### config.mk
export PLATFORM = sky130hd
export DESIGN_NAME = tsp_regs
export DESIGN_NICKNAME = d
export VERILOG_FILES = /design/src/hw/tsp_regs.v /design/src/hw/tsp_div.v
export VERILOG_INCLUDE_DIRS = /design/src /design/src/hw
export SDC_FILE = /design/constraint.sdc
export NUM_CORES = 1
export LEC_CHECK = 0
export BUFFER_PORTS_ARGS = -buffer_cell sky130_fd_sc_hd__buf_2
export CAP_MARGIN = 20
export CORE_MARGIN = 4
export CORE_UTILIZATION = 52
export CTS_CLUSTER_DIAMETER = 100
export DETAILED_ROUTE_END_ITERATION = 10
export PLACE_DENSITY = 0.78
export SLEW_MARGIN = 10
export SYNTH_ARGS = -nofsm -noshare
export SYNTH_HDL_FRONTEND = slang
export SYNTH_SLANG_ARGS = --single-unit
### constraint.sdc
create_clock -name mclk_i -period 5.8 [get_ports mclk_i]
set_clock_uncertainty 0.05 [all_clocks]
set_input_delay 0.58 -clock mclk_i [delete_from_list [all_inputs] [get_ports mclk_i]]
set_output_delay 0.58 -clock mclk_i [all_outputs]
set_load 0.01 [all_outputs]
### src/hw/tsp_consts.vh
// Purpose: Constants for the timestamp policy register bank
// Assumes: 16-bit registers at word addresses, one system clock
// Notes: Included by both design files
`ifndef TSP_CONSTS_VH
`define TSP_CONSTS_VH
`define TSP_ADDR_W 5
`define TSP_DATA_W 16
`define TSP_ADDR_DIV1 5'h14
`define TSP_ADDR_FIFO 5'h15
`define TSP_ADDR_INS 5'h16
`define TSP_RST_VAL 16'h0000
`define TSP_ZERO16 16'h0000
`define TSP_ONE16 16'h0001
`define TSP_EG_LO 8
`define TSP_EG_HI 15
`define TSP_IN_LO 0
`define TSP_IN_HI 7
`define TSP_BIT_PD 15
`define TSP_BIT_CLR 14
`define TSP_BIT_TOP 13
`define TSP_BIT_TC 12
`define TSP_BIT_OS_LO 8
`define TSP_BIT_OS_HI 11
`define TSP_SRC_SOP 2'h0
`define TSP_MT_SYNC 3'h0
`define TSP_MT_DREQ 3'h1
`define TSP_MT_PREQ 3'h2
`define TSP_MT_PRESP 3'h3
`define TSP_MT_HI_BIT 2
`define TSP_DIV2_NONE 3'h0
`define TSP_DIV2_10 3'h1
`define TSP_DIV2_1000A 3'h2
`define TSP_DIV2_1000B 3'h3
`define TSP_DIV2_2 3'h4
`define TSP_DIV2_80 3'h5
`define TSP_DIV2_800 3'h6
`define TSP_DIV2_8000 3'h7
`define TSP_R10 13'h000a
`define TSP_R1000 13'h03e8
`define TSP_R2 13'h0002
`define TSP_R80 13'h0050
`define TSP_R800 13'h0320
`define TSP_R8000 13'h1f40
`define TSP_R1 13'h0001
`define TSP_ZERO13 13'h0000
`endif

### src/hw/tsp_regs.v
// Purpose: Timestamp policy registers and the decisions they steer
// Assumes: Register port is a word-addressed strobe interface from the
//          serial management front end; message type is a 3-bit field
// Notes: Decisions are registered, one cycle after a message strobe
//
// Operation
// First divider of timestamper 1 input is 16 bits; 0 or 1 bypasses.
// A second cascaded divider follows, ratio from a separate 3-bit field.
// FIFO type enables act only when both stampers take start-of-packet.
// Egress stamper source zero selects the egress start-of-packet event.
// Ingress stamper source zero selects the ingress start-of-packet event.
// Bits 8 to 15 let egress types 0 to 7 reach the egress FIFO.
// Bits 0 to 7 let ingress types 0 to 7 reach the ingress FIFO.
// Types: 0 Sync, 1 Delay_Req, 2 Pdelay_Req, 3 Pdelay_Resp, 4-7 reserved.
// Bit 12 enables one-step residence time correction of forwarded events.
// Bit 15 extends correction to peer delay types; needs bit 12.
// Bit 14 zeros the insertion byte ranges in egress messages.
// Bit 13 enables circuit emulation insertion, only in that timing mode.
// Bits 8 to 11 enable one-step insertion for egress types 0 to 3.
// Bits 0 to 7 enable ingress timestamp writing for types 0 to 7.
// One-step enable for a type overrides residence correction for it.
// All fields reset to zero.
`default_nettype none
`timescale 1ns/10ps
`include "tsp_consts.vh"
module tsp_regs (
    input wire mclk_i,
    input wire srst_i,
    input wire ce_i,
    input wire reg_wr_i,
    input wire reg_rd_i,
    input wire [4:0] reg_addr_i,
    input wire [15:0] reg_wdata_i,
    output reg [15:0] reg_rdata_o,
    output reg reg_rvalid_o,
    input wire [2:0] second_input_divider_i,
    input wire [1:0] egress_stamper_source_i,
    input wire [1:0] ingress_stamper_source_i,
    input wire circuit_emulation_mode_i,
    input wire ts1_event_pin_i,
    output reg ts1_event_o,
    input wire egress_sop_i,
    input wire ingress_sop_i,
    output reg egress_stamper_sop_o,
    output reg ingress_stamper_sop_o,
    input wire egress_msg_i,
    input wire [2:0] egress_type_i,
    input wire ingress_msg_i,
    input wire [2:0] ingress_type_i,
    output reg egress_fifo_push_o,
    output reg ingress_fifo_push_o,
    output reg egress_one_step_o,
    output reg egress_residence_fix_o,
    output reg egress_clear_bytes_o,
    output reg ingress_write_stamp_o,
    output reg ingress_ce_insert_o,
    output reg [15:0] first_input_divider_o,
    output reg [15:0] fifo_type_enable_o,
    output reg [15:0] insertion_enable_o
);
    reg [15:0] div1_q;
    reg [15:0] fifo_en_q;
    reg [15:0] ins_en_q;
    reg [2:0] pin_sync_q;
    reg pin_lvl_q;
    reg pin_ev;
    wire div_ev;
    wire sop_path;

    // ------------------------------------------------
    // Helpers
    // ------------------------------------------------
    function sel_bit;
        input [7:0] vec;
        input [2:0] idx;
        begin
            sel_bit = vec[idx];
        end
    endfunction

    // Peer delay types are 2 and 3, the only ones behind the extension bit
    function is_peer;
        input [2:0] t;
        begin
            is_peer = (t == `TSP_MT_PREQ) || (t == `TSP_MT_PRESP);
        end
    endfunction

    // ------------------------------------------------
    // Register port
    // ------------------------------------------------
    always @(posedge mclk_i) begin
        if (srst_i) begin
            div1_q <= `TSP_RST_VAL;
            fifo_en_q <= `TSP_RST_VAL;
            ins_en_q <= `TSP_RST_VAL;
            reg_rdata_o <= `TSP_ZERO16;
            reg_rvalid_o <= 1'b0;
        end else if (ce_i) begin
            reg_rvalid_o <= reg_rd_i;
            if (reg_wr_i) begin
                case (reg_addr_i)
                    `TSP_ADDR_DIV1: div1_q <= reg_wdata_i;
                    `TSP_ADDR_FIFO: fifo_en_q <= reg_wdata_i;
                    `TSP_ADDR_INS: ins_en_q <= reg_wdata_i;
                    default: ;
                endcase
            end
            if (reg_rd_i) begin
                // Unmapped addresses read as zero
                case (reg_addr_i)
                    `TSP_ADDR_DIV1: reg_rdata_o <= div1_q;
                    `TSP_ADDR_FIFO: reg_rdata_o <= fifo_en_q;
                    `TSP_ADDR_INS: reg_rdata_o <= ins_en_q;
                    default: reg_rdata_o <= `TSP_ZERO16;
                endcase
            end
        end
    end

    // ------------------------------------------------
    // Timestamper 1 input path
    // ------------------------------------------------
    always @(posedge mclk_i) begin
        if (srst_i) begin
            pin_sync_q <= 3'h0;
            pin_lvl_q <= 1'b0;
        end else if (ce_i) begin
            pin_sync_q <= {pin_sync_q[1:0], ts1_event_pin_i};
            // Accept a level only when the last two stages agree
            if (pin_sync_q[1] == pin_sync_q[2]) begin
                pin_lvl_q <= pin_sync_q[2];
            end
        end
    end

    always @* begin
        pin_ev = ce_i & (pin_sync_q[1] == pin_sync_q[2]) & pin_sync_q[2] & ~pin_lvl_q;
    end

    tsp_div u_div (
        .mclk_i(mclk_i),
        .srst_i(srst_i),
        .ce_i(ce_i),
        .ev_i(pin_ev),
        .ratio1_i(div1_q),
        .sel2_i(second_input_divider_i),
        .ev_o(div_ev)
    );

    // FIFO enables are meaningless unless both stampers watch packets
    assign sop_path = (egress_stamper_source_i == `TSP_SRC_SOP) &&
                      (ingress_stamper_source_i == `TSP_SRC_SOP);

    // ------------------------------------------------
    // Decisions
    // ------------------------------------------------
    always @(posedge mclk_i) begin
        if (srst_i) begin
            ts1_event_o <= 1'b0;
            egress_stamper_sop_o <= 1'b0;
            ingress_stamper_sop_o <= 1'b0;
            egress_fifo_push_o <= 1'b0;
            ingress_fifo_push_o <= 1'b0;
            egress_one_step_o <= 1'b0;
            egress_residence_fix_o <= 1'b0;
            egress_clear_bytes_o <= 1'b0;
            ingress_write_stamp_o <= 1'b0;
            ingress_ce_insert_o <= 1'b0;
            first_input_divider_o <= `TSP_ZERO16;
            fifo_type_enable_o <= `TSP_ZERO16;
            insertion_enable_o <= `TSP_ZERO16;
        end else if (ce_i) begin
            ts1_event_o <= div_ev;
            egress_stamper_sop_o <= egress_sop_i &&
                (egress_stamper_source_i == `TSP_SRC_SOP);
            ingress_stamper_sop_o <= ingress_sop_i &&
                (ingress_stamper_source_i == `TSP_SRC_SOP);
            egress_fifo_push_o <= egress_msg_i && sop_path &&
                sel_bit(fifo_en_q[`TSP_EG_HI:`TSP_EG_LO], egress_type_i);
            ingress_fifo_push_o <= ingress_msg_i && sop_path &&
                sel_bit(fifo_en_q[`TSP_IN_HI:`TSP_IN_LO], ingress_type_i);
            // Only types 0 to 3 have a one-step bit
            egress_one_step_o <= egress_msg_i && !egress_type_i[`TSP_MT_HI_BIT] &&
                sel_bit({4'h0, ins_en_q[`TSP_BIT_OS_HI:`TSP_BIT_OS_LO]}, egress_type_i);
            egress_residence_fix_o <= egress_msg_i && ins_en_q[`TSP_BIT_TC] &&
                (!is_peer(egress_type_i) || ins_en_q[`TSP_BIT_PD]) &&
                !(!egress_type_i[`TSP_MT_HI_BIT] &&
                  sel_bit({4'h0, ins_en_q[`TSP_BIT_OS_HI:`TSP_BIT_OS_LO]}, egress_type_i));
            egress_clear_bytes_o <= egress_msg_i && ins_en_q[`TSP_BIT_CLR];
            ingress_write_stamp_o <= ingress_msg_i &&
                sel_bit(ins_en_q[`TSP_IN_HI:`TSP_IN_LO], ingress_type_i);
            ingress_ce_insert_o <= ingress_msg_i && circuit_emulation_mode_i &&
                ins_en_q[`TSP_BIT_TOP];
            first_input_divider_o <= div1_q;
            fifo_type_enable_o <= fifo_en_q;
            insertion_enable_o <= ins_en_q;
        end
    end
endmodule // tsp_regs
`default_nettype wire

### src/hw/tsp_div.v
// Purpose: Cascaded two-stage event divider ahead of timestamper 1
// Assumes: Input is already synchronised; one pulse per event
// Notes: Outputs a one-cycle pulse per divided event
`default_nettype none
`timescale 1ns/10ps
`include "tsp_consts.vh"
module tsp_div (
    input wire mclk_i,
    input wire srst_i,
    input wire ce_i,
    input wire ev_i,
    input wire [15:0] ratio1_i,
    input wire [2:0] sel2_i,
    output reg ev_o
);
    reg [15:0] cnt1_q;
    reg [12:0] cnt2_q;
    reg mid_q;
    reg [12:0] ratio2;

    // --------------------------------
    // Second stage ratio decode
    // --------------------------------
    always @* begin
        case (sel2_i)
            `TSP_DIV2_NONE: ratio2 = `TSP_R1;
            `TSP_DIV2_10: ratio2 = `TSP_R10;
            `TSP_DIV2_1000A: ratio2 = `TSP_R1000;
            `TSP_DIV2_1000B: ratio2 = `TSP_R1000;
            `TSP_DIV2_2: ratio2 = `TSP_R2;
            `TSP_DIV2_80: ratio2 = `TSP_R80;
            `TSP_DIV2_800: ratio2 = `TSP_R800;
            `TSP_DIV2_8000: ratio2 = `TSP_R8000;
            default: ratio2 = `TSP_R1;
        endcase
    end

    // --------------------------------
    // Counters
    // --------------------------------
    always @(posedge mclk_i) begin
        if (srst_i) begin
            cnt1_q <= `TSP_ZERO16;
            cnt2_q <= `TSP_ZERO13;
            mid_q <= 1'b0;
            ev_o <= 1'b0;
        end else if (ce_i) begin
            mid_q <= 1'b0;
            ev_o <= 1'b0;
            if (ev_i) begin
                // Zero and one both mean pass-through
                if (ratio1_i <= `TSP_ONE16 || cnt1_q >= ratio1_i - `TSP_ONE16) begin
                    cnt1_q <= `TSP_ZERO16;
                    mid_q <= 1'b1;
                end else begin
                    cnt1_q <= cnt1_q + `TSP_ONE16;
                end
            end
            if (mid_q) begin
                // A shrunk ratio fires at once rather than wrapping
                if (cnt2_q >= ratio2 - `TSP_R1) begin
                    cnt2_q <= `TSP_ZERO13;
                    ev_o <= 1'b1;
                end else begin
                    cnt2_q <= cnt2_q + `TSP_R1;
                end
            end
        end
    end
endmodule // tsp_div
`default_nettype wire

# Word-level counts from Yosys, hierarchy flattened
# Memory sizes are Yosys's and may differ from the RTL's.
# Index checks and enable logic that the tools add are counted.
# classes
div	0
n_bitwise	4
mul	0
n_eq_ne	6
shift	0
addsub	4
reduce_logical	32
muxes	15
n_lt_le_gt_ge	5
# op_table
cell	count
$pmux 16 s3	1
$logic_and 1x1->1	17
$add 16x1->16 const B	1
$ge 16x16->1	1
$le 16x1->1 const B	1
$mux 16	1
$sub 16x1->16 const B	1
$eq 5x5->1 const B	3
$add 13x1->13 const B	1
$ge 13x13->1	1
$mux 13	1
$sub 13x1->13 const B	1
$bmux 1 s3	4
$reduce_and 3->1	3
$lt 3x4->1 const B	2
$mux 1	8
$reduce_and 2->1	4
$eq 3x2->1 const B	2
$logic_not 2->1	2
$and 1x1->1	3
$logic_not 1->1	3
$logic_or 1x1->1	3
$eq 1x1->1	1
$not 1->1	1
# totals
rom_bits	96
latchBits	0
n_memories	1
wordCells	91
input_bits	45
mem_bits_rw	0
output_inout_bits	75
ff_bits	158
# mem_list
memory	depth	word_bits	read_ports	rd_clocked_by_memory_dff	wr	line	source
(no name shown)	8	12	1	0	0	tsp_div.v:25	case (sel2_i)

# Logic depth before layout (Yosys ltp)
# Gate-level depths: netlist (run 1).
# depth
word_depth	6
depth_mapped	13
ltp_nobuf	11

# By module
# A second synthesis (run 1) with hierarchy kept.
# unflattened
hier_cells	901
hier_area_um2	7968.9
# by_module_without_submodules
mod	area_per_inst_um2	seq_area_each_um2	n_inst	cells_per_inst
tsp_regs	5579.1	2542.4	1	610
tsp_div	2389.8	620.6	1	291

# Least setup slack after synthesis (run 1)
# OpenSTA, ideal clock, no wires.
# synth_timing
path_kind	register to register
start	register div1_q[2]
end	register u_div.cnt1_q[10]
path_buffers	2
slack_ns	3.013
arrival_ns	2.597
required_time_ns	5.610
stages_incl_launch_ff	13
setup_ns	0.140
period_less_slack_ns	2.787
cell_sequence	dfxtp_1 > buf_6 > nor4_4 > and3_1 > nand2_1 > xor2_1 > ha_1 > nand4_1 > nor4_1 > a22oi_1 > a31oi_4 > buf_8 > nor3_2
# synth_via
elab_chain_cells	4
word_cells_on_any_way	5
cone_classes	add/sub: 1; order compare: 2; mux: 1; reduce/logical: 1
# synth_lines
item	line	source
from (decl)	tsp_regs.v:61	reg [15:0] div1_q;
from (signal assigned)	tsp_regs.v:94	div1_q <= `TSP_RST_VAL;
from (signal assigned)	tsp_regs.v:103	`TSP_ADDR_DIV1: div1_q <= reg_wdata_i;
$sub 16x1->16 (no line)	n/a	
$ge 16x16->1 (no line)	n/a	
$logic_or 1x1->1 (no line) (*)	n/a	
$mux 16 (*)	tsp_div.v:52	if (ratio1_i <= `TSP_ONE16 || cnt1_q >= ratio1_i - `TSP_ONE16) begin
to (signal assigned)	tsp_div.v:43	cnt1_q <= `TSP_ZERO16;
to (signal assigned)	tsp_div.v:53	cnt1_q <= `TSP_ZERO16;
to (signal assigned)	tsp_div.v:56	cnt1_q <= cnt1_q + `TSP_ONE16;
to (decl)	tsp_div.v:16	reg [15:0] cnt1_q;
# Mark *: on every way between the ends. The rest lies on a longest branch, timed or not.
# A chain may end at the register's enable or synchronous reset.

# Worst setup path after layout (run 1)
# layout_timing
start	register div1_q[2]
end	register u_div.mid_q
# layout_via
elab_chain_cells	5
word_cells_on_any_way	6
cone_classes	add/sub: 1; order compare: 2; mux: 2; reduce/logical: 1
# layout_lines
item	line	source
$sub 16x1->16 (no line)	n/a	
$ge 16x16->1 (no line)	n/a	
$logic_or 1x1->1 (no line) (*)	n/a	
$mux 1 (*)	tsp_div.v:52	
$mux 1 (*)	tsp_div.v:50	if (ev_i) begin
to (signal assigned)	tsp_div.v:45	mid_q <= 1'b0;
to (signal assigned)	tsp_div.v:48	mid_q <= 1'b0;
to (signal assigned)	tsp_div.v:54	mid_q <= 1'b1;
to (decl)	tsp_div.v:18	reg mid_q;
# Marks and branches as above.

==> metrics.md, run 1 <==
| Metric | Value |
|---|---|
| Area inside the core boundary | `14100 um^2` |
| Number of cells traversed by the worst register-to-register path | `10` |
| Maximum fanout encountered on the critical timing path | `17` |
| Deepest level of the CTS H-tree | `4` |
| Wire length after detailed routing | `19260 um` |
| R2r setup slk | `2.56 ns` |
| Post-route insts no fill | `1086` |
| Proportion of synthesized chip area in sequential cells | `0.4165` |
| Number of remaining DRC errors | `0` |
| Dominant synthesized flop cell | `dfxtp_1` |
| Detailed placement HPWL | `13750 um` |
| Synth warnings | `0` |
| TritonCTS buffer count | `17` |
| Startpoint types | `flop` |
| Hold depth | `3` |
| # port buffers | `119` |
| Reported leakage power | `0.003881 uW` |
| Number of hold-slack violations in the final timing report | `0` |
| Non-Filler Cell Area, Final | `8762 um^2` |
| Worst-Margin Slew | `1.032 ns` |
| Buffer cell driving the clock tree root | `clkbuf_16` |
| Detailed Route Iter0 Violations | `551` |
| CTS tree | `yes` |
| Number of synthesized flops with an enable pin | `0` |
| Ratio of routed vias to standard cells | `5.716` |
| Floorplan row count | `43` |
| Final-layout fill cell count | `1187` |
| Antenna-violating nets left | `0` |
| First-pass iteration count of the detailed router | `7` |
| Required time worst endpoint | `6.12 ns` |
| Aggregate global routing overflow | `0` |
| Clock Path Buffers | `2` |
| Pin count of the biggest net entering global routing | `89` |
| Met1 Wirelength | `8123 um` |
| Post-Route Utilization | `0.6216` |
| Overall die area | `16600 um^2` |
| Post-Place Cell Area | `8174 um^2` |
| Wire length of the first global-routing pass | `30340 um` |
| Worst setup EP type | `flop` |
| Largest stage delay, worst path | `0.62 ns` |
| DR WL met2 | `9242 um` |
| Source of the worst register-to-register timing path | `div1_q[2]` |
| GRT Util Overall | `0.2327` |
| Most frequent standard cell in the layout excluding fill and tap cells | `dfxtp_1` |
| Post-CTS sizing | `0` |
| Arrival time worst endpoint | `3.56 ns` |
| Worst Setup SP | `div1_q[2]` |
| Setup WS pre-CTS | `2.593 ns` |
| Final setup slack of the worst path | `2.558 ns` |
| Number of buffers inserted by post-CTS setup repair | `0` |
| Highest routed metal layer | `met4` |
| Final TNS setup | `0 ns` |
| Netlist cell types | `51` |
| Run status | `finished clean` |
| Total of flip-flops plus latches after synthesis | `158` |
| TritonCTS Sinks | `158` |
| Ports | `120` |
| Placer congestion estimate | `0.8743` |
| Routed length on met3 | `1263 um` |
| Total of hold buffers inserted after clock tree synthesis | `0` |
| Layout Area Growth over Synthesis | `15.37%` |
| Start point of the worst hold path | `ts1_event_pin_i` |
| Reg-to-reg endpoint | `u_div.mid_q` |
| Share of synthesized registers carrying an async set or reset | `0` |
| Number of maximum-capacitance constraint violations | `0` |
| PD cells | `266.6 nW/um^2` |
| Net Count, Synth | `880` |
| Post-Synthesis Cells | `801` |
| Number of pins with negative max-slew slack in the final report | `0` |
| Final setup violating endpoints | `0` |
| Effective utilization at floorplan | `0.5388` |
| Overall die width | `128.9 um` |
| Total number of vias | `6208` |
| Avg WL per Cell | `17.74 um` |
| Chip Height | `128.9 um` |
| Max Clk Rate | `308.4 MHz` |
| Worst-case hold path end point | `pin_sync_q[0]` |
| Vias in the first global route | `5841` |
| Crit share post-route | `0.5590` |
| Syn Std Cell Area | `7595 um^2` |
| Number of nets in the finished design | `971` |
| Setup repair after global routing missed its margin | `no` |
| Cell chain of the critical path | `nor4_4 > and3_1 > nand2_1 > xor2_1 > ha_1 > nand4_1 > nor4_1 > a22oi_1 > a31oi_4 > o21ba_2` |
| Critical Path Slowest Stage Cell | `a31oi_4` |
| Ratio of cells with drive above 1 in the final layout | `0.2210` |
| Worst min path class | `input port to flop` |
| Worst-case vdd ir drop | `224.6 uV` |
| Time the worst path needs with I/O delays and setup | `3.242 ns` |
| Path type of the worst setup path | `flop to flop` |
| Initial antenna violation count | `0` |
| Highest-count cells in the layout ignoring fill and taps | `dfxtp_1 (158), nor2_1 (125), buf_2 (117)` |
| Mean instance size in the synthesized netlist | `9.482 um^2` |
| Slew HR | `0.3122` |
| Clock-pin transition on the worst setup and hold timing paths | `0.06 ns` |
| Skew-Pair Late Insertion Delay | `0.43 ns` |
| Placed cells | `1052` |
layout make-up:
class / instances / area (um^2) / share of cell area
multi-input combinational: 581 / 4121 / 0.4704
tap: 180 / 225.2 / 0.02570
clock inverter: 8 / 106.4 / 0.01214
clock buffer: 24 / 471.7 / 0.05383
antenna: 1 / 2.502 / 0.0002856
sequential: 158 / 3163 / 0.3610
timing repair buffer: 123 / 630.6 / 0.07197
inverter: 11 / 41.29 / 0.004712
stage by stage:
| stage | total power (uW) | hold slack (ns) |
|---|---|---|
| finish | 2336 | 0.3555 |
| global route | 2411 | 0.3726 |
| CTS | 2351 | 0.3503 |
| detailed placement | 1260 | 0.4037 |
| global placement | 1258 | 0.3966 |
| floorplan | 1211 | 0.4057 |
how the worst max path moves through the flow:
stage / to / depth (start not counted) / slack [ns]
after detailed placement: u_div.mid_q / 10 / 2.59
after CTS: u_div.mid_q / 10 / 2.57
after floorplan: u_div.cnt1_q[10] / 12 / 3.01
final: u_div.mid_q / 10 / 2.56
after global routing: u_div.mid_q / 10 / 2.35
after global placement: u_div.mid_q / 10 / 2.71
worst max-delay path: cells and delay by family (launching register included):
| kind | cells | cell delay, ns |
|---|---|---|
| DFF | 1 | 0.39 |
| and+or+nand+nor | 5 | 1.27 |
| adders and majority gates | 1 | 0.31 |
| xor gates and xnor gates | 1 | 0.15 |
| AOI/OAI and AO/OA | 3 | 1.00 |
kinds of logic (layout without fill, tap and decap cells):
family / Yosys count / after routing / share of synthesized area
buffers and inverters: 62 / 166 / 0.04086
AO/OA/AOI/OAI: 92 / 92 / 0.07974
flip-flops: 158 / 158 / 0.4165
multiplexers: 111 / 111 / 0.1606
AND/OR/NAND/NOR: 303 / 303 / 0.1990
adder cells (fa/ha/maj): 34 / 34 / 0.05601
other: 0 / 1 / 0
XOR/XNOR: 41 / 41 / 0.04728
layer usage:
layer  up-vias  track usage
met4         0       0.1056
met2       199       0.3765
met3        47      0.05604
met5         -            0
met1      2951       0.2946
li1       3011            -
where the power goes:
group	leakage, uW	internal, uW	switching, uW
clock network	0.000275	660	440
registers	0.00128	1090	6.90
logic	0.00233	49.9	85.1
synthesized netlist by cell type (3+ instances only):
cell      instances  area, um^2
a211oi_1         18       135.1
a21boi_0          3       22.52
a21oi_1          36       180.2
a22oi_1          17       127.6
and3_1            4       25.02
buf_2            10       50.05
buf_4             5       37.54
clkbuf_1         28       105.1
clkbuf_2          3       15.01
dfxtp_1         158        3163
ha_1             34       425.4
inv_1            11       41.29
mux2_2           17       191.4
mux2i_1          87       870.8
mux4_2            7       157.7
nand2_1          62       232.7
nand3_1          27       135.1
nand4_1          18       112.6
nor2_1          125       469.2
nor2b_1           4       25.02
nor3_1           28       140.1
nor3_2           11       110.1
nor4_1            5       31.28
nor4_4            3       63.81
o21ai_0          10       50.05
xnor2_1          19       166.4
xor2_1           22       192.7
state kept, by name, summed over array words and instances (netlist names), 3 cells and up:
| signal | count |
|---|---|
| div1_q | 16 |
| fifo_en_q | 16 |
| fifo_type_enable_o | 16 |
| first_input_divider_o | 16 |
| ins_en_q | 16 |
| insertion_enable_o | 16 |
| reg_rdata_o | 16 |
| u_div.cnt1_q | 16 |
| u_div.cnt2_q | 13 |
| pin_sync_q | 3 |
Power figures use the tool's default switching activity.
==> run 2: changes to the inputs <==
--- a/config.mk
+++ b/config.mk
@@ -6,6 +6,7 @@
 export SDC_FILE = /design/constraint.sdc
 export NUM_CORES = 1
 export LEC_CHECK = 0
+export ABC_AREA = 1
 export BUFFER_PORTS_ARGS = -buffer_cell sky130_fd_sc_hd__buf_2
 export CAP_MARGIN = 20
 export CORE_MARGIN = 4
==> constraint.sdc (replaced) <==
create_clock -name mclk_i -period 3.1 [get_ports mclk_i]
set_clock_uncertainty 0.05 [all_clocks]
set_input_delay 0.31 -clock mclk_i [delete_from_list [all_inputs] [get_ports mclk_i]]
set_output_delay 0.31 -clock mclk_i [all_outputs]
set_load 0.01 [all_outputs]
==> metrics.md, run 2 <==
| Metric | Value |
|---|---|
| Buffer cell driving the clock tree root | `clkbuf_16` |
| Overall die width | `129.5 um (+0.50%)` |
| Area leader, netlist | `dfxtp_1` |
| Crit share post-route | `0.8759 (+0.3169)` |
| Share of synthesized registers carrying an async set or reset | `0 (unchanged)` |
| Number of synthesized flops with an enable pin | `0 (unchanged)` |
| Most area-consuming cells after synthesis | `dfxtp_1 (41%), nand2_1 (11%), a21oi_1 (7.8%)` |
| Proportion of synthesized chip area in sequential cells | `0.4121 (-0.004345)` |
| First-pass iteration count of the detailed router | `6 (-1)` |
| Required time worst endpoint | `3.36 ns (-2.76 ns)` |
| Sw power | `1135 uW (+110%)` |
| Reported leakage power | `0.004118 uW (+6.1%)` |
| Final setup violating endpoints | `0 (unchanged)` |
| Skew-Pair Late Insertion Delay | `0.43 ns (about the same)` |
| Clock Path Buffers | `2 (unchanged)` |
| Overall die area | `16770 um^2 (+1.0%)` |
| Wire length of the first global-routing pass | `33950 um (+12%)` |
| Number of hold-slack violations in the final timing report | `0 (unchanged)` |
| P_int | `3300 uW (+83%)` |
| Setup WS pre-CTS | `0.3615 ns (-2.232 ns)` |
| Placer congestion estimate | `0.8852 (+1.2%)` |
| Clock group share of total power | `0.452 (-0.019)` |
| Number of remaining DRC errors | `0 (unchanged)` |
| Critical Path Slowest Stage Cell | `dfxtp_1` |
| Startpoint types | `flop` |
| N_diodes | `0 (-1)` |
| Slew HR | `0.3126 (+0.0004040)` |
| Net Count, Synth | `1150 (+31%)` |
| Total of flip-flops plus latches after synthesis | `158 (unchanged)` |
| Final setup slack of the worst path | `0.3848 ns (-2.173 ns)` |
| Run status | `finished clean` |
| Aggregate global routing overflow | `0 (unchanged)` |
| Area inside the core boundary | `14480 um^2 (+2.7%)` |
| Post-Synth Simple-Gate Area | `0.2600 (+0.06101)` |
| Compound-gate portion of the synthesized area | `0.1580 (+0.07824)` |
| Post-Route Utilization | `0.6173 (-0.004339)` |
| CTS tree | `yes` |
| Highest-count cells in the layout ignoring fill and taps | `nand2_1 (221), dfxtp_1 (158), nor2_1 (130)` |
| Total of hold buffers inserted after clock tree synthesis | `0 (unchanged)` |
| Post-Synthesis Cells | `1071 (+34%)` |
| Top cell types by occurrence after synthesis | `nand2_1 (221), dfxtp_1 (158), nor2_1 (130)` |
| Initial antenna violation count | `0 (unchanged)` |
| Deepest level of the CTS H-tree | `4 (unchanged)` |
| Number of buffers inserted by post-CTS setup repair | `0 (unchanged)` |
| Synth warnings | `0 (unchanged)` |
| Max Clk Rate | `368.3 MHz (+19%)` |
| Arrival time worst endpoint | `2.97 ns (-0.59 ns)` |
| Final-layout fill cell count | `1323 (+11%)` |
| Clock-pin transition on the worst setup and hold timing paths | `0.07 ns (about the same)` |
| Worst-Margin Slew | `1.030 ns (-0.001741 ns)` |
| Dominant combinational cell family by area after synthesis | `simple AND/OR/NAND/NOR gates` |
| Detailed Route Iter0 Violations | `687 (+25%)` |
| Worst-case vdd ir drop | `392.6 uV (+75%)` |
| Ports | `120 (unchanged)` |
| TritonCTS buffer count | `17 (unchanged)` |
| Dominant synthesized flop cell | `dfxtp_1` |
| Largest stage delay, worst path | `0.33 ns (-0.29 ns)` |
| Floorplan row count | `44 (+2.3%)` |
| Worst min path class | `input port to flop` |
| Path type of the worst setup path | `flop to flop` |
| Switching share of power | `0.2559 (+0.02839)` |
| TritonCTS Sinks | `158 (unchanged)` |
| Register area | `3163 um^2 (unchanged)` |
| Hold Worst Slack | `0.06937 ns (-0.2861 ns)` |
| Vias in the first global route | `6960 (+19%)` |
| Effective utilization at floorplan | `0.5301 (-0.008717)` |
| # port buffers | `119 (unchanged)` |
| Xor-xnor portion of the synthesized cell area | `0.02967 (-0.01761)` |
| Ratio of routed vias to standard cells | `5.325 (-6.8%)` |
| Maximum fanout encountered on the critical timing path | `15 (-2)` |
| Most frequent standard cell in the layout excluding fill and tap cells | `nand2_1` |
| Number of nets in the finished design | `1253 (+29%)` |
| Total number of vias | `7301 (+18%)` |
| Sequential Power Share | `0.472 (about the same)` |
| Post-CTS sizing | `0 (unchanged)` |
| Layout Area Growth over Synthesis | `16.45%` |
| Netlist cell types | `35 (-31%)` |
| Area share of the largest cell type after synthesis | `0.4121 (-0.004345)` |
| Number of maximum-capacitance constraint violations | `0 (unchanged)` |
| Ratio of cells with drive above 1 in the final layout | `0.1592 (-0.06177)` |
| Final TNS setup | `0 ns (unchanged)` |
| Adder-Cell Fraction of Synth Area | `0.05543 (-0.0005844)` |
| Wire length after detailed routing | `20770 um (+7.8%)` |
| Top-count cell post-synth | `nand2_1` |
| Mean instance size in the synthesized netlist | `7.166 um^2 (-24%)` |
| Cell chain of the critical path | `inv_1 > ha_1 > inv_1 > nor2_1 > nand3_1 > inv_1 > nand4_1 > xor2_1 > inv_1 > ha_1 > nand2_1 > nor3_1 > nand2_1 > nand2_1 > nand2_1 > nand2_4 > nor2_1` |
| Antenna-violating nets left | `0 (unchanged)` |
| Portion of total power attributed to combinational logic | `0.076 (+0.018)` |
| Worst setup EP type | `flop` |
| GRT Util Overall | `0.2561 (+0.02344)` |
| Number of pins with negative max-slew slack in the final report | `0 (unchanged)` |
| Multiplexer fraction of the synthesized cell area | `0.001304 (-0.1593)` |
| Detailed placement HPWL | `15320 um (+11%)` |
| Pin count of the biggest net entering global routing | `47 (-47%)` |
| Total design power | `4435 uW (+90%)` |
| PD cells | `496.2 nW/um^2 (+86%)` |
| Avg WL per Cell | `15.15 um (-15%)` |
| Area of combinational cells with multiple inputs | `3881 um^2 (-5.8%)` |
| Setup repair after global routing missed its margin | `no` |
| Syn Std Cell Area | `7675 um^2 (+1.1%)` |
| Time the worst path needs with I/O delays and setup | `2.715 ns (-0.5270 ns)` |
| Chip Height | `129.5 um (+0.50%)` |
run 2: per-stage QoR:
stage | area, um^2 | instances
5_1_grt | 8937 | 1371
3_3_place_gp | 8367 | 1339
3_5_place_dp | 8367 | 1339
4_1_cts | 8927 | 1371
6_report | 8937 | 1371
2_1_floorplan | 7675 | 1071
run 2: layout make-up:
| class | count | area share |
|---|---|---|
| Clock inverter | 15 | 0.01512 |
| Timing Repair Buffer | 131 | 0.07672 |
| Tap cell | 184 | 0.02576 |
| Multi-Input combinational cell | 755 | 0.4343 |
| Clock buffer | 17 | 0.04760 |
| Sequential cell | 158 | 0.3539 |
| Inverter | 111 | 0.04662 |
run 2: final timing paths:
| check | startpoint | depth (start not counted) | slack [ns] | end |
|---|---|---|---|---|
| worst min-delay path | egress_sop_i | 3 | 0.07 | egress_stamper_sop_o |
| worst max register to register | div1_q[0] | 17 | 0.38 | u_div.cnt1_q[3] |
| worst min register to register | ingress_fifo_push_o | 2 | 0.41 | ingress_fifo_push_o |
| worst max-delay path | div1_q[0] | 17 | 0.38 | u_div.cnt1_q[3] |
run 2: kinds of logic after synthesis:
logic type,after synthesis
compound gates,239
xor+xnor,26
fa+ha+maj,34
buf+inv,158
flops,158
mux,1
simple gates,455
run 2: critical path, delay by kind of cell, from the launching register on:
family                   cells  cell delay, ns
AND/OR/NAND/NOR             10            1.15
buffers and inverters        4            0.39
adder cells (fa/ha/maj)      2            0.52
XOR/XNOR                     1            0.16
flip-flops                   1            0.33
run 2: per-layer routing:
metal  track usage  vias to the layer above  wire (um)
met4        0.1265                        0        883
met1        0.3282                     3279       9048
met2        0.4049                      274       9453
met3       0.06265                       55       1383
li1              -                     3693          -
met5             0                        -          0
run 2: power by group through the flow:
stage | Sequential [uW] | Clock, uW | Combinational [uW]
floorplan | 2150 | 0 | 196
global placement | 2140 | 0 | 327
detailed placement | 2140 | 0 | 333
CTS | 2090 | 2030 | 336
global route | 2100 | 2120 | 384
finish | 2090 | 2000 | 338
==> run 3: changes to the inputs <==
--- a/config.mk
+++ b/config.mk
@@ -13,6 +13,7 @@
 export CORE_UTILIZATION = 52
 export CTS_CLUSTER_DIAMETER = 100
 export DETAILED_ROUTE_END_ITERATION = 10
+export GPL_TIMING_DRIVEN = 0
 export PLACE_DENSITY = 0.78
 export SLEW_MARGIN = 10
 export SYNTH_ARGS = -nofsm -noshare
==> metrics.md, run 3 (synthesized netlist as in run 2, its figures left out) <==
| Metric | Value |
|---|---|
| GRT Util Overall | `0.2713 (+0.01521)` |
| Number of hold-slack violations in the final timing report | `0 (unchanged)` |
| Ratio of routed vias to standard cells | `5.462 (+2.6%)` |
| Number of pins with negative max-slew slack in the final report | `0 (unchanged)` |
| Avg WL per Cell | `15.88 um (+4.8%)` |
| CTS tree | `yes` |
| Wire length after detailed routing | `22290 um (+7.3%)` |
| Overall die width | `129.5 um (unchanged)` |
| Sw power | `1097 uW (-3.3%)` |
| Chip Height | `129.5 um (unchanged)` |
| Final TNS setup | `0 ns (unchanged)` |
| Largest stage delay, worst path | `0.34 ns (about the same)` |
| Worst setup EP type | `flop` |
| Portion of total power attributed to combinational logic | `0.083 (+0.007)` |
| Maximum fanout encountered on the critical timing path | `10 (-5)` |
| Time the worst path needs with I/O delays and setup | `2.789 ns (+0.07329 ns)` |
| Detailed Route Iter0 Violations | `722 (+5.1%)` |
| Cell chain of the critical path | `inv_1 > ha_2 > inv_1 > nor3_2 > nand4_1 > xor2_1 > inv_1 > ha_1 > nand2_1 > a21oi_1 > nor2_1 > nand2_1 > nor2_1 > nand2_1 > nand2_2 > nand2_4 > buf_6 > nor2_1` |
| TritonCTS Sinks | `158 (unchanged)` |
| Layout Area Growth over Synthesis | `17.79%` |
| Buffer cell driving the clock tree root | `clkbuf_16` |
| Effective utilization at floorplan | `0.5301 (unchanged)` |
| Antenna-violating nets left | `0 (unchanged)` |
| Wire length of the first global-routing pass | `35740 um (+5.3%)` |
| Aggregate global routing overflow | `0 (unchanged)` |
| Post-CTS sizing | `0 (unchanged)` |
| Clock-pin transition on the worst setup and hold timing paths | `0.06 ns (about the same)` |
| Initial antenna violation count | `1 (+1)` |
| Floorplan row count | `44 (unchanged)` |
| Crit share post-route | `0.8995 (+0.02364)` |
| Number of buffers inserted by post-CTS setup repair | `0 (unchanged)` |
| Reported leakage power | `0.004154 uW (+0.88%)` |
| PD cells | `481.5 nW/um^2 (-3.0%)` |
| P_int | `3255 uW (-1.3%)` |
| Worst-case vdd ir drop | `388.0 uV (-1.2%)` |
| Startpoint types | `flop` |
| Area inside the core boundary | `14480 um^2 (unchanged)` |
| Ports | `120 (unchanged)` |
| Vias in the first global route | `7176 (+3.1%)` |
| Overall die area | `16770 um^2 (unchanged)` |
| Number of remaining DRC errors | `0 (unchanged)` |
| Slew HR | `0.6054 (+0.2928)` |
| Total design power | `4352 uW (-1.9%)` |
| Required time worst endpoint | `3.41 ns (+0.05 ns)` |
| Path type of the worst setup path | `flop to flop` |
| Total number of vias | `7668 (+5.0%)` |
| Final-layout fill cell count | `1333 (+0.76%)` |
| Ratio of cells with drive above 1 in the final layout | `0.1559 (-0.003359)` |
| Highest-count cells in the layout ignoring fill and taps | `nand2_1 (220), dfxtp_1 (158), nor2_1 (130)` |
| Most frequent standard cell in the layout excluding fill and tap cells | `nand2_1` |
| Number of maximum-capacitance constraint violations | `0 (unchanged)` |
| Number of nets in the finished design | `1286 (+2.6%)` |
| Setup repair after global routing missed its margin | `no` |
| Switching share of power | `0.2520 (-0.003894)` |
| Pin count of the biggest net entering global routing | `17 (-64%)` |
| Arrival time worst endpoint | `3.10 ns (+0.13 ns)` |
| Placer congestion estimate | `0.9834 (+11%)` |
| Run status | `finished clean` |
| Deepest level of the CTS H-tree | `4 (unchanged)` |
| Worst-Margin Slew | `0.5919 ns (-0.4381 ns)` |
| Skew-Pair Late Insertion Delay | `0.43 ns (about the same)` |
| First-pass iteration count of the detailed router | `7 (+1)` |
| Total of hold buffers inserted after clock tree synthesis | `0 (unchanged)` |
| # port buffers | `117 (-1.7%)` |
| Final setup violating endpoints | `0 (unchanged)` |
| Worst min path class | `input port to flop` |
| Clock group share of total power | `0.435 (-0.017)` |
| Sequential Power Share | `0.482 (+0.010)` |
| Critical Path Slowest Stage Cell | `dfxtp_1` |
| Max Clk Rate | `358.6 MHz (-2.6%)` |
| TritonCTS buffer count | `17 (unchanged)` |
| Detailed placement HPWL | `17090 um (+12%)` |
| Clock Path Buffers | `2 (unchanged)` |
[run 3: power groups by stage]
stage	Combinational, uW	Sequential, uW	Clock (uW)
after global routing	405	2100	1990
after floorplan	196	2150	0
after CTS	357	2100	1910
after detailed placement	354	2140	0
final	363	2100	1890
after global placement	349	2140	0
[run 3: layout make-up]
type | count | area [um^2] | share of cell area
Timing Repair Buffer | 117 | 585.6 | 0.06478
Multi-Input combinational cell | 755 | 3891 | 0.4304
Clock inverter | 9 | 62.56 | 0.006920
Buffer | 47 | 224.0 | 0.02478
Tap cell | 184 | 230.2 | 0.02547
Sequential cell | 158 | 3163 | 0.3499
Inverter | 111 | 416.7 | 0.04609
Antenna cell | 1 | 2.502 | 0.0002768
Clock buffer | 22 | 464.2 | 0.05135
[run 3: path summary, 6_finish.rpt]
path | from | end | slack [ns] | cells after the start
min | ingress_sop_i | ingress_stamper_sop_o | 0.07 | 3
max reg2reg | div1_q[1] | u_div.cnt1_q[7] | 0.31 | 18
max | div1_q[1] | u_div.cnt1_q[7] | 0.31 | 18
min reg2reg | egress_fifo_push_o | egress_fifo_push_o | 0.41 | 2
[run 3: critical path: cells and delay by family (launching register included)]
kind                     cells  cell delay [ns]
XOR/XNOR                     1             0.18
AO/OA/AOI/OAI                1             0.05
adder cells (fa/ha/maj)      2             0.51
AND/OR/NAND/NOR             10             1.14
flip-flops                   1             0.34
buffers and inverters        4             0.45
[run 3: per-stage QoR]
step / area, um^2 / instances / hold WS (ns) / utilization / setup WS (ns)
6_report: 9040 / 1404 / 0.07232 / 0.6244 / 0.3115
5_1_grt: 9040 / 1404 / 0.07702 / 0.6244 / 0.06357
4_1_cts: 9017 / 1403 / 0.06394 / 0.6228 / 0.04547
3_5_place_dp: 8491 / 1372 / 0.4056 / 0.5864 / 0.06184
3_3_place_gp: 8491 / 1372 / 0.3997 / 0.5864 / 0.1275
2_1_floorplan: 7675 / 1071 / 0.3949 / - / 0.6578
[run 3: layer usage]
| metal | vias to the layer above | share of wire | global-route usage | routed length [um] |
|---|---|---|---|---|
| li1 | 3773 | - | - | - |
| met1 | 3485 | 0.42 | 0.3454 | 9257 |
| met2 | 344 | 0.46 | 0.4320 | 10150 |
| met3 | 66 | 0.081 | 0.06101 | 1800 |
| met4 | 0 | 0.048 | 0.1418 | 1081 |
| met5 | - | 0 | 0 | 0 |
